==> src/link_deser_alias_scratch_defines.vh <==
/*
  Register offsets, reset values, field positions and timing figures
  for the alias, scratch and pixel-rate register slice.
  Assumes it is included by its bare name from the design files under src/.
*/
`ifndef LINK_DESER_ALIAS_SCRATCH_DEFINES_VH
`define LINK_DESER_ALIAS_SCRATCH_DEFINES_VH

// ----------------------------------------
// Register offsets
// ----------------------------------------
`define OFS_PHYS_ADDR_5 8'h0D
`define OFS_PHYS_ADDR_6 8'h0E
`define OFS_PHYS_ADDR_7 8'h0F
`define OFS_ALIAS_5 8'h15
`define OFS_ALIAS_6 8'h16
`define OFS_ALIAS_7 8'h17
`define OFS_SCRATCH_0 8'h18
`define OFS_SCRATCH_1 8'h19
`define OFS_RATE_METER 8'h1B
`define OFS_STATUS 8'h1C

// ----------------------------------------
// Reset values
// ----------------------------------------
`define RST_ADDR7 7'h00
`define RST_SCRATCH_0 8'h00
`define RST_SCRATCH_1 8'h01
`define RST_BYTE 8'h00

// ----------------------------------------
// Field positions and constants
// ----------------------------------------
`define ADDR_FIELD_HI 7
`define ADDR_FIELD_LO 1
`define STATUS_AUDIO_LOCK_BIT 3
`define METER_SAT 8'hFF
`define METER_ONE 8'h01
`define ALIAS_NONE 7'h00

// ----------------------------------------
// Timing
// ----------------------------------------
`define OSC_PERIOD_NS 50
`define CORE_PERIOD_NS 10
`define OSC_DIV_CYCLES ((`OSC_PERIOD_NS / `CORE_PERIOD_NS) < 1 ? 1 : \
  (`OSC_PERIOD_NS / `CORE_PERIOD_NS))

`endif

==> src/link_deser_alias_scratch_regs.v <==
/*
  Register slice of a video deserializer control bank: remote alias
  entries 5..7 with their physical addresses, two scratch bytes, the
  pixel-rate meter and the general status byte, plus alias remapping of
  transactions headed for the back channel.
  Assumes the serial control bus front end delivers decoded one-cycle
  read and write strobes on CORE_CLK, and that the back channel forwarder
  takes one remapped address per valid pulse.
*/
// What this block does
// - A transaction aimed at a programmed alias is forwarded with the paired physical address.
// - Each alias entry holds a seven-bit address in bits 7:1, bit 0 reserved, RW, reset zero.
// - Each alias entry pairs by index with its own seven-bit physical address register.
// - Two read/write scratch bytes without side effects reset to zero and one.
// - A write to the meter register starts a pixel clock edge count.
// - The count window lasts the written value times the 50 ns oscillator period.
// - A read of the meter register returns the edge count, not the written value.
// - The meter count saturates at all ones and never wraps.
// - Status bit 3 reads one while the audio clock PLL is locked, zero otherwise and at reset.
`timescale 1ns/1ps
`include "link_deser_alias_scratch_defines.vh"

module link_deser_alias_scratch_regs #(
  parameter OSC_DIV = `OSC_DIV_CYCLES,
  parameter NUM_ALIAS = 3
) (
  // Clock and reset
  input wire CORE_CLK,
  input wire RESET_N,
  // Decoded register access
  input wire [7:0] REG_ADDR,
  input wire [7:0] REG_WDATA,
  input wire REG_WR,
  input wire REG_RD,
  output reg [7:0] REG_RDATA,
  output reg REG_RVALID,
  // Transactions bound for the back channel
  input wire TXN_VALID,
  input wire [6:0] TXN_ADDR,
  output reg FWD_VALID,
  output reg [6:0] FWD_ADDR,
  output reg FWD_REMAPPED,
  // Pins
  input wire PIXEL_CLK,
  input wire AUDIO_PLL_LOCKED
);

  // ----------------------------------------
  // Functions
  // ----------------------------------------
  // An all-zero alias is treated as unprogrammed so reset state never steals traffic
  function alias_hit;
    input [6:0] alias_addr;
    input [6:0] target;
    begin
      alias_hit = (alias_addr != `ALIAS_NONE) && (alias_addr == target);
    end
  endfunction

  // Reserved bit 0 always reads back as zero
  function [7:0] addr_byte;
    input [6:0] addr7;
    begin
      addr_byte = {addr7, 1'b0};
    end
  endfunction

  // ----------------------------------------
  // Register storage
  // ----------------------------------------
  // Index 0 to 2 stands for entries 5 to 7
  reg [6:0] alias_q [0:NUM_ALIAS-1];
  reg [6:0] phys_q [0:NUM_ALIAS-1];
  reg [7:0] scratch0_q;
  reg [7:0] scratch1_q;

  // ----------------------------------------
  // Write decode
  // ----------------------------------------
  // Strobes last one cycle, so each decode fires once per access
  wire wr_alias5;
  wire wr_alias6;
  wire wr_alias7;
  wire wr_phys5;
  wire wr_phys6;
  wire wr_phys7;
  wire wr_scratch0;
  wire wr_scratch1;
  wire wr_meter;

  assign wr_alias5 = REG_WR && (REG_ADDR == `OFS_ALIAS_5);
  assign wr_alias6 = REG_WR && (REG_ADDR == `OFS_ALIAS_6);
  assign wr_alias7 = REG_WR && (REG_ADDR == `OFS_ALIAS_7);
  assign wr_phys5 = REG_WR && (REG_ADDR == `OFS_PHYS_ADDR_5);
  assign wr_phys6 = REG_WR && (REG_ADDR == `OFS_PHYS_ADDR_6);
  assign wr_phys7 = REG_WR && (REG_ADDR == `OFS_PHYS_ADDR_7);
  assign wr_scratch0 = REG_WR && (REG_ADDR == `OFS_SCRATCH_0);
  assign wr_scratch1 = REG_WR && (REG_ADDR == `OFS_SCRATCH_1);
  assign wr_meter = REG_WR && (REG_ADDR == `OFS_RATE_METER);

  // ----------------------------------------
  // Alias entries
  // ----------------------------------------
  // Bit 0 of a written byte is reserved and dropped
  always @(posedge CORE_CLK or negedge RESET_N) begin
    if (!RESET_N) begin
      alias_q[0] <= `RST_ADDR7;
      alias_q[1] <= `RST_ADDR7;
      alias_q[2] <= `RST_ADDR7;
    end else begin
      if (wr_alias5) begin
        alias_q[0] <= REG_WDATA[`ADDR_FIELD_HI:`ADDR_FIELD_LO];
      end
      if (wr_alias6) begin
        alias_q[1] <= REG_WDATA[`ADDR_FIELD_HI:`ADDR_FIELD_LO];
      end
      if (wr_alias7) begin
        alias_q[2] <= REG_WDATA[`ADDR_FIELD_HI:`ADDR_FIELD_LO];
      end
    end
  end

  // ----------------------------------------
  // Physical address entries
  // ----------------------------------------
  // Same reserved-bit handling as the alias entries
  always @(posedge CORE_CLK or negedge RESET_N) begin
    if (!RESET_N) begin
      phys_q[0] <= `RST_ADDR7;
      phys_q[1] <= `RST_ADDR7;
      phys_q[2] <= `RST_ADDR7;
    end else begin
      if (wr_phys5) begin
        phys_q[0] <= REG_WDATA[`ADDR_FIELD_HI:`ADDR_FIELD_LO];
      end
      if (wr_phys6) begin
        phys_q[1] <= REG_WDATA[`ADDR_FIELD_HI:`ADDR_FIELD_LO];
      end
      if (wr_phys7) begin
        phys_q[2] <= REG_WDATA[`ADDR_FIELD_HI:`ADDR_FIELD_LO];
      end
    end
  end

  // ----------------------------------------
  // Scratch bytes
  // ----------------------------------------
  // Plain storage: software uses them for arbitration, so no side effects
  always @(posedge CORE_CLK or negedge RESET_N) begin
    if (!RESET_N) begin
      scratch0_q <= `RST_SCRATCH_0;
      scratch1_q <= `RST_SCRATCH_1;
    end else begin
      if (wr_scratch0) begin
        scratch0_q <= REG_WDATA;
      end
      if (wr_scratch1) begin
        scratch1_q <= REG_WDATA;
      end
    end
  end

  // ----------------------------------------
  // Pixel-rate meter
  // ----------------------------------------
  // Only the edge count is readable; the busy flag stays internal
  wire [7:0] meter_count;

  pixel_rate_meter_core #(
    .OSC_DIV(OSC_DIV),
    .CNT_W(8)
  ) u_meter (
    .clk(CORE_CLK),
    .rst_n(RESET_N),
    .start(wr_meter),
    .interval(REG_WDATA),
    .pix_clk_pin(PIXEL_CLK),
    .count_q(meter_count),
    .busy_q()
  );

  // ----------------------------------------
  // Audio lock synchroniser
  // ----------------------------------------
  // Lock flag comes from the audio clock domain
  reg lock_s1_q;
  reg lock_s2_q;

  always @(posedge CORE_CLK or negedge RESET_N) begin
    if (!RESET_N) begin
      lock_s1_q <= 1'b0;
      lock_s2_q <= 1'b0;
    end else begin
      lock_s1_q <= AUDIO_PLL_LOCKED;
      lock_s2_q <= lock_s1_q;
    end
  end

  // ----------------------------------------
  // Status byte
  // ----------------------------------------
  // Only the lock bit lives in this slice; the others read zero
  reg [7:0] status_byte;

  always @* begin
    status_byte = `RST_BYTE;
    status_byte[`STATUS_AUDIO_LOCK_BIT] = lock_s2_q;
  end

  // ----------------------------------------
  // Read mux
  // ----------------------------------------
  // Unmapped offsets read zero instead of stale data
  reg [7:0] rd_mux;

  always @* begin
    case (REG_ADDR)
      `OFS_ALIAS_5: begin
        rd_mux = addr_byte(alias_q[0]);
      end
      `OFS_ALIAS_6: begin
        rd_mux = addr_byte(alias_q[1]);
      end
      `OFS_ALIAS_7: begin
        rd_mux = addr_byte(alias_q[2]);
      end
      `OFS_PHYS_ADDR_5: begin
        rd_mux = addr_byte(phys_q[0]);
      end
      `OFS_PHYS_ADDR_6: begin
        rd_mux = addr_byte(phys_q[1]);
      end
      `OFS_PHYS_ADDR_7: begin
        rd_mux = addr_byte(phys_q[2]);
      end
      `OFS_SCRATCH_0: begin
        rd_mux = scratch0_q;
      end
      `OFS_SCRATCH_1: begin
        rd_mux = scratch1_q;
      end
      `OFS_RATE_METER: begin
        rd_mux = meter_count;
      end
      `OFS_STATUS: begin
        rd_mux = status_byte;
      end
      default: begin
        rd_mux = `RST_BYTE;
      end
    endcase
  end

  always @(posedge CORE_CLK or negedge RESET_N) begin
    if (!RESET_N) begin
      REG_RDATA <= `RST_BYTE;
      REG_RVALID <= 1'b0;
    end else begin
      // Data holds between reads so the front end may take it late
      REG_RVALID <= REG_RD;
      if (REG_RD) begin
        REG_RDATA <= rd_mux;
      end
    end
  end

  // ----------------------------------------
  // Alias remapping
  // ----------------------------------------
  // Lowest entry wins when software programs the same alias twice
  reg hit_any;
  reg [6:0] remap_addr;
  // Loop index only; no hardware of its own
  integer i;

  always @* begin
    hit_any = 1'b0;
    remap_addr = TXN_ADDR;
    for (i = NUM_ALIAS - 1; i >= 0; i = i - 1) begin
      if (alias_hit(alias_q[i], TXN_ADDR)) begin
        hit_any = 1'b1;
        remap_addr = phys_q[i];
      end
    end
  end

  always @(posedge CORE_CLK or negedge RESET_N) begin
    if (!RESET_N) begin
      FWD_VALID <= 1'b0;
      FWD_ADDR <= `RST_ADDR7;
      FWD_REMAPPED <= 1'b0;
    end else begin
      // Address and flag hold; only the valid flag pulses
      FWD_VALID <= TXN_VALID;
      if (TXN_VALID) begin
        FWD_ADDR <= remap_addr;
        FWD_REMAPPED <= hit_any;
      end
    end
  end

endmodule

==> src/pixel_rate_meter_core.v <==
/*
  Pixel-rate meter: counts rising pixel clock edges during a window of
  a given number of oscillator periods, saturating at all ones.
  Assumes CORE_CLK clocks everything; the pixel clock is a raw pin.
*/
`timescale 1ns/1ps
`include "link_deser_alias_scratch_defines.vh"

module pixel_rate_meter_core #(
  parameter OSC_DIV = `OSC_DIV_CYCLES,
  parameter CNT_W = 8
) (
  // Clock and reset
  input wire clk,
  input wire rst_n,
  // Control
  input wire start,
  input wire [7:0] interval,
  // Pixel clock pin
  input wire pix_clk_pin,
  // Result
  output reg [7:0] count_q,
  output reg busy_q
);

  // ----------------------------------------
  // Pixel edge synchroniser
  // ----------------------------------------
  // Edges above half the core rate alias; the result is only a rough figure
  reg pix_s1_q;
  reg pix_s2_q;
  reg pix_s3_q;
  wire pix_rise;

  always @(posedge clk or negedge rst_n) begin
    if (!rst_n) begin
      pix_s1_q <= 1'b0;
      pix_s2_q <= 1'b0;
      pix_s3_q <= 1'b0;
    end else begin
      pix_s1_q <= pix_clk_pin;
      pix_s2_q <= pix_s1_q;
      pix_s3_q <= pix_s2_q;
    end
  end

  assign pix_rise = pix_s2_q & ~pix_s3_q;

  // ----------------------------------------
  // Oscillator tick divider
  // ----------------------------------------
  reg [CNT_W-1:0] osc_cnt_q;
  wire osc_tick;

  assign osc_tick = (osc_cnt_q == OSC_DIV[CNT_W-1:0] - 1'b1);

  always @(posedge clk or negedge rst_n) begin
    if (!rst_n) begin
      osc_cnt_q <= {CNT_W{1'b0}};
    end else if (start || osc_tick) begin
      osc_cnt_q <= {CNT_W{1'b0}};
    end else begin
      osc_cnt_q <= osc_cnt_q + 1'b1;
    end
  end

  // ----------------------------------------
  // Measurement window and counter
  // ----------------------------------------
  reg [7:0] ticks_left_q;

  always @(posedge clk or negedge rst_n) begin
    if (!rst_n) begin
      ticks_left_q <= `RST_BYTE;
      count_q <= `RST_BYTE;
      busy_q <= 1'b0;
    end else if (start) begin
      ticks_left_q <= interval;
      count_q <= `RST_BYTE;
      busy_q <= (interval != `RST_BYTE);
    end else if (busy_q) begin
      if (pix_rise && count_q != `METER_SAT) begin
        count_q <= count_q + `METER_ONE;
      end
      if (osc_tick) begin
        ticks_left_q <= ticks_left_q - `METER_ONE;
        if (ticks_left_q == `METER_ONE) begin
          busy_q <= 1'b0;
        end
      end
    end
  end

endmodule
==> config.mk <==
export PLATFORM = sky130hd
export DESIGN_NAME = link_deser_alias_scratch_regs
export DESIGN_NICKNAME = d
export VERILOG_FILES = /design/src/link_deser_alias_scratch_regs.v /design/src/pixel_rate_meter_core.v
export VERILOG_INCLUDE_DIRS = /design/src /design/src/src
export SDC_FILE = /design/constraint.sdc
export NUM_CORES = 1
export LEC_CHECK = 0
export ABC_AREA = 1
export BUFFER_PORTS_ARGS = -buffer_cell sky130_fd_sc_hd__buf_2
export CAP_MARGIN = 5
export CORE_MARGIN = 2
export CORE_UTILIZATION = 60
export DETAILED_ROUTE_END_ITERATION = 10
export PLACE_DENSITY = 0.89
export SETUP_SLACK_MARGIN = 0.2
export SYNTH_ARGS = -nofsm -noshare
export SYNTH_HDL_FRONTEND = slang
export SYNTH_SLANG_ARGS = --single-unit
==> constraint.sdc <==
create_clock -name CORE_CLK -period 4.8 [get_ports CORE_CLK]
set_clock_uncertainty 0.05 [all_clocks]
set_input_delay 0.48 -clock CORE_CLK [delete_from_list [all_inputs] [get_ports CORE_CLK]]
set_output_delay 0.48 -clock CORE_CLK [all_outputs]
set_load 0.02 [all_outputs]
==> impl_metrics.ini, run 1 <==
[yosys]
yosysTopAreaCell = dfrtp_1
synth-edff-count = 0
synthSimpleGateAreaFrac_pct = 34.4
ys_async_sr_fraction_pct = 100
avgSynthCellArea_sq_um = 7.35
synth_xor_area_share_pct = 1.53
netlist-cell-type-count = 36
synth_flop_cell = dfrtp_1
ys_top_cells_by_area = dfrtp_1 46%, nand2_1 18%, inv_1 5.9%, nand3_1 5.4%, o21ai_0 4.9%
yosys_warnings = 0
synth_compound_area_share_pct = 9.02
netlist_area_sq_um = 5730
syn_nets = 815
yosysTopAreaCellShare_pct = 45.9
synth_adder_area_share_pct = 1.09
synthMuxAreaShare_pct = 0
synth-seq-cells = 106
synth_top_family_by_area = simple AND/OR/NAND/NOR gates
syn_inst = 780
seq_area_frac_synth_pct = 46.3

[floorplan]
core-area_sq_um = 9240
boundaryPins = 48
dieWidth_microns = 102
die_area_sq_um = 10300
start_util_pct = 62.0
fp-row-count = 35
die_height_microns = 102

[cells_and_area]
area_growth_pct = 9.00
fill_cells = 799
nNetsFinal = 862
drive_gt1_share_pct = 11.5
diodes = 0

[critical_path]
worst_setup_path_start_kind = flop
path_cells = inv_1 -> ha_1 -> nand3_1 -> nor3_1 -> nand2_1 -> nor2_1 -> nand3b_1 -> o211ai_1
critical_path_required_ns = 5.06
end_kind = flop
arrival_ns = 2.17
slowest_stage = dfrtp_1
path_class = reg -> reg
cp-startpoint = u_meter.osc_cnt_q[0]
worstPathMaxFanout = 4
timing.rr.start = u_meter.osc_cnt_q[0]
max_stage_delay_ns = 0.41

[routing]
drt_iter0_drc = 558
dr.pass1.iters = 6
routed_wl_mm = 15.6
vias_per_cell = 5.71
dr_total_vias = 5483
wl_per_cell_microns = 16.3
antenna_left = 0
drc_errors = 0

[power]
peakVddDrop_v = 0.000219
p_leak_uw = 0.00319
power.density_nw_per_um2 = 318
p_total_uw = 1980

[clocking]
cts_buffers = 9
htreeDepth = 3
cts_buffer_depth = 2
clkTransAtPathRegs_ns = 0.11
root_buffer = clkbuf_8
insertion_delay_ns = 0.39
holdBufCountCts = 0
cts_tree = yes
cts_setup_buffers = 0
clock-sinks = 106
post_cts_resized = 0

[global_route]
antenna_found_initial = 0
grt_remaining_overflow = 0
grt.total_usage_pct = 32.6
grt_pass1_vias = 5233
grt_pass1_wl_mm = 25.7
grt_max_degree = 62

[timing]
tightest_slew_ns = 0.794
finalSetupViolations = 0
post-route-period-util_pct = 39.9
slew_violations = 0
fmax_ghz = 0.523
period_needed_ns = 1.91
setup-tns-final_ns = 0
rsz0062_at_grt = false
layout_setup_ws_ns = 2.89
relSlewSlack_pct = 47.1
hold_viol = 0

[min_path]
min_path_type = in -> async

[place]
dp_hpwl_mm = 11.4
gp_congestion = 0.958
place_ws_ns = 2.82
numPortBuffers = 47

[run_status]
status = complete, no violations

[run]
cap_violations = 0
==> placed cells by master, fill, tap and decap left out, drive strengths merged, types with 2 or more instances in the layout <==
cell / netlist / final
nor3: 16 / 16
xnor2: 2 / 2
o21ai: 75 / 75
nor2: 75 / 75
ha: 5 / 5
a21oi: 15 / 15
o221ai: 5 / 5
nand2: 282 / 282
inv: 95 / 99
buf: 10 / 48
and3: 2 / 2
dfrtp: 105 / 105
xor2: 8 / 8
clkinvlp: 0 / 2
clkbuf: 2 / 10
nand3b: 2 / 2
nand4: 8 / 8
nand3: 64 / 64
==> Yosys cell counts (2+ instances only) <==
cell type and number:
inv_2 5, nor3_4 4, o21ai_0 56, a21oi_1 15, nand3_2 2, xor2_1 8
nand3_1 62, buf_2 7, clkbuf_1 2, xnor2_1 2, inv_1 90, nor2_2 2
ha_1 5, nand2_2 13, and3_1 2, nand4_1 8, o221ai_1 5, o21ai_1 19
nor3_1 11, nand2_1 268, dfrtp_1 105, nand3b_1 2, nor2_1 70, nor2_4 3
buf_6 3
==> per-stage QoR <==
stage	std cells	hold slack [ns]	area (sq um)	util [%]
after floorplan	780	0.134	5730	-
after global placement	945	0.283	6060	65.6
after detailed placement	945	0.289	6060	65.6
after CTS	961	0.145	6240	67.6
after global routing	961	0.143	6240	67.6
final	961	0.101	6240	67.6
==> cells by family after synthesis <==
kind of cell | after synthesis
compound gates | 98
xor+xnor | 10
fa+ha+maj | 5
buf+inv | 108
flops | 106
simple gates | 453
==> area by class of cell <==
type	count	area, sq um	area share (%)
clock buffers	10	128	2.04
clock inverters	6	57.6	0.922
inverters	96	360	5.77
multi-input cells	566	2640	42.3
flip-flops and latches	106	2650	42.5
well taps	129	161	2.58
repair buffers	48	245	3.93
==> registers in the layout, summed over array words and instances, names as in the netlist, 7 cells and up <==
| signal | cells |
|---|---|
| scratch1_q | 8 |
| u_meter.ticks_left_q | 8 |
| alias_q | 14 |
| u_meter.osc_cnt_q | 8 |
| alias_hit.alias_addr | 7 |
| phys_q | 21 |
| u_meter.count_q | 8 |
| FWD_ADDR | 7 |
| REG_RDATA | 8 |
| scratch0_q | 8 |
==> power breakdown <==
part	total, uW	internal, uW	switching, uW
clock network	550	202	348
registers	1050	976	78.8
logic	380	130	250
total	1980	1310	676
==> worst paths after layout <==
check	end	slack, ns	depth (start not counted)
worst max register to register	u_meter.ticks_left_q[2]	2.89	8
worst min-delay path	FWD_ADDR[3]	0.10	1
min in group CORE_CLK	u_meter.pix_s1_q	0.14	1
worst min register to register	lock_s2_q	0.31	0
max in group asynchronous	u_meter.pix_s2_q	3.54	2
worst max-delay path	u_meter.ticks_left_q[2]	2.89	8
==> metal layers <==
metal	vias up	wire, microns	global-route usage [%]
met5	-	0	0
met4	0	687	17.0
met3	67	1430	7.32
met2	298	7150	50.6
met1	2553	6370	43.0
li1	2565	-	-
==> critical path: cells and delay by family (launching register included) <==
family	cells	cell delay [ns]
AND/OR/NAND/NOR	5	1.02
flip-flops	1	0.41
adder cells (fa/ha/maj)	1	0.19
AO/OA/AOI/OAI	1	0.09
buffers and inverters	1	0.08
Note: power is estimated with default switching activity, not from simulation.
==> run 2, diff against run 1 <==
Clock period 4.8 ns to 2 ns, I/O delays scaled along.
==> run 2 against run 1 <==
Effect of this change: critical path depth is 1 higher; clock power rose to 2.5 times the previous value; first-iteration DRC count decreased by 13%; sequential share of layout area fell by 0.81 points; final cell count up 0.62%; die area did not move; non-clock buffer count increased by 6; sequential power grew 140%; highest routed layer unchanged.
==> impl_metrics.ini, run 2 (synthesis gave the netlist of run 1 again) <==
[power]
pwr-share-comb_pct = 19.4
p_switching_uw = 1560
sw_frac_of_total_pct = 32.2
power.density_nw_per_um2 = 764
clock_power_share_pct = 28.5
peakVddDrop_v = 0.000710
pwr-share-seq_pct = 52.1
internal_power_uw = 3300
p_leak_uw = 0.00325
p_total_uw = 4860

[routing]
drc_errors = 0
vias_per_cell = 5.61
antenna_left = 0
drt_iter0_drc = 483
dr.pass1.iters = 8
dr_total_vias = 5423
wl_per_cell_microns = 16.1
routed_wl_mm = 15.6

[cells_and_area]
area_growth_pct = 11.1
mostFrequentLayoutCells = 268 x nand2_1, 105 x dfrtp_1, 90 x inv_1, 69 x nor2_1, 61 x nand3_1
multiInputGateArea_sq_um = 2670
drive_gt1_share_pct = 12.5
top_regs = phys_q: 21 flops, alias_q: 14 flops
diodes = 0
nNetsFinal = 868
fill_cells = 764
register_area_sq_um = 2650
layout.cells.most_common = nand2_1
largest_reg_flops = 21
finalInstanceArea_sq_um = 6370
largest-register = phys_q

[critical_path]
r2r_cells = 9
end_kind = flop
reg2reg_to = FWD_ADDR[2]
critical_path_required_ns = 2.25
timing.rr.start = alias_q[1]
path_class = reg -> reg
crit_end = FWD_ADDR[2]
arrival_ns = 1.94
cp-startpoint = alias_q[1]
worstPathMaxFanout = 7
worst_setup_path_start_kind = flop
r2r_slack_ns = 0.31

[timing]
tightest_slew_ns = 0.565
relSlewSlack_pct = 62.4
post-route-period-util_pct = 84.4
period_needed_ns = 1.69
rsz0062_at_grt = false
slew_violations = 0
hold_viol = 0
setup-tns-final_ns = 0
fmax_ghz = 0.593
finalSetupViolations = 0

[floorplan]
start_util_pct = 62.0
dieWidth_microns = 102
die_height_microns = 102
fp-row-count = 35
boundaryPins = 48
die_area_sq_um = 10300
core-area_sq_um = 9240

[place]
gp_congestion = 0.973
dpl-instance-area_sq_um = 6080
numPortBuffers = 47
dp_hpwl_mm = 11.3

[run]
cap_violations = 0

[clocking]
clock-sinks = 106
htreeDepth = 3
cts_tree = yes
cts_buffers = 9
clkTransAtPathRegs_ns = 0.10
root_buffer = clkbuf_8
cts_buffer_depth = 2
insertion_delay_ns = 0.38

[global_route]
grt_max_degree = 107
grt_pass1_vias = 4969
antenna_found_initial = 0
grt_pass1_wl_mm = 25.2
grt.total_usage_pct = 32.3
grt_remaining_overflow = 0

[run_status]
status = complete, no violations

[min_path]
min_path_type = in -> reg
-- run 2: per-stage QoR --
| step | worst slack [ns] | cells | utilization, % | hold slack [ns] |
|---|---|---|---|---|
| after floorplan | 0.446 | 780 | - | -0.146 |
| after global placement | 0.322 | 946 | 65.8 | 0.261 |
| after detailed placement | 0.195 | 946 | 65.8 | 0.262 |
| after CTS | 0.294 | 966 | 68.5 | 0.0232 |
| after global routing | 0.199 | 967 | 68.9 | 0.0283 |
| final | 0.313 | 967 | 68.9 | 0.0344 |
-- run 2: how the worst min path moves through the flow --
stage,startpoint,to,depth (start not counted)
2_1_floorplan,RESET_N,FWD_ADDR[0],0
3_3_place_gp,RESET_N,FWD_REMAPPED,2
3_5_place_dp,AUDIO_PLL_LOCKED,lock_s1_q,1
4_1_cts,REG_WDATA[6],u_meter.ticks_left_q[6],3
5_1_grt,REG_WDATA[6],u_meter.ticks_left_q[6],3
6_report,REG_WDATA[6],u_meter.ticks_left_q[6],3
-- run 2: timing repair --
action | CTS | global route
endpoints found under the hold margin | 108 | 0
pin swaps | 0 | 1
hold buffers | 4 | 0
setup buffers | 0 | 1
setup endpoints to repair | 4 | 17
resized for setup | 2 | 6
-- run 2: power by group through the flow --
stage / Clock [uW] / Combinational [uW] / Sequential, uW
floorplan: 0 / 609 / 2530
global placement: 0 / 847 / 2550
detailed placement: 0 / 888 / 2560
CTS: 1420 / 910 / 2520
global route: 1490 / 1070 / 2560
finish: 1390 / 944 / 2530
-- run 2: area by class of cell --
cell class	instances	share of cell area, %
Timing Repair Buffer	54	4.91
Inverter	96	5.66
Multi-Input combinational cell	566	41.9
Tap cell	129	2.54
Clock inverter	6	1.10
Clock buffer	10	2.16
Sequential cell	106	41.7
-- run 2: routing by layer --
metal	up-vias	track usage [%]	part of all wire, %
met4	0	12.3	3.4
met3	50	5.31	8.4
li1	2577	-	-
met2	309	51.9	47
met1	2487	44.2	41
met5	-	0	0
-- run 2: worst max-delay path, stage by stage, from the launching register on --
cell and delay (ns):
dfrtp_1 0.44, inv_1 0.11, nand2_1 0.06, nand2_1 0.12, nand3_1 0.11, nor2_2 0.26, nand3_1 0.16, nand3_1 0.13
nand2_1 0.06, a21oi_1 0.11
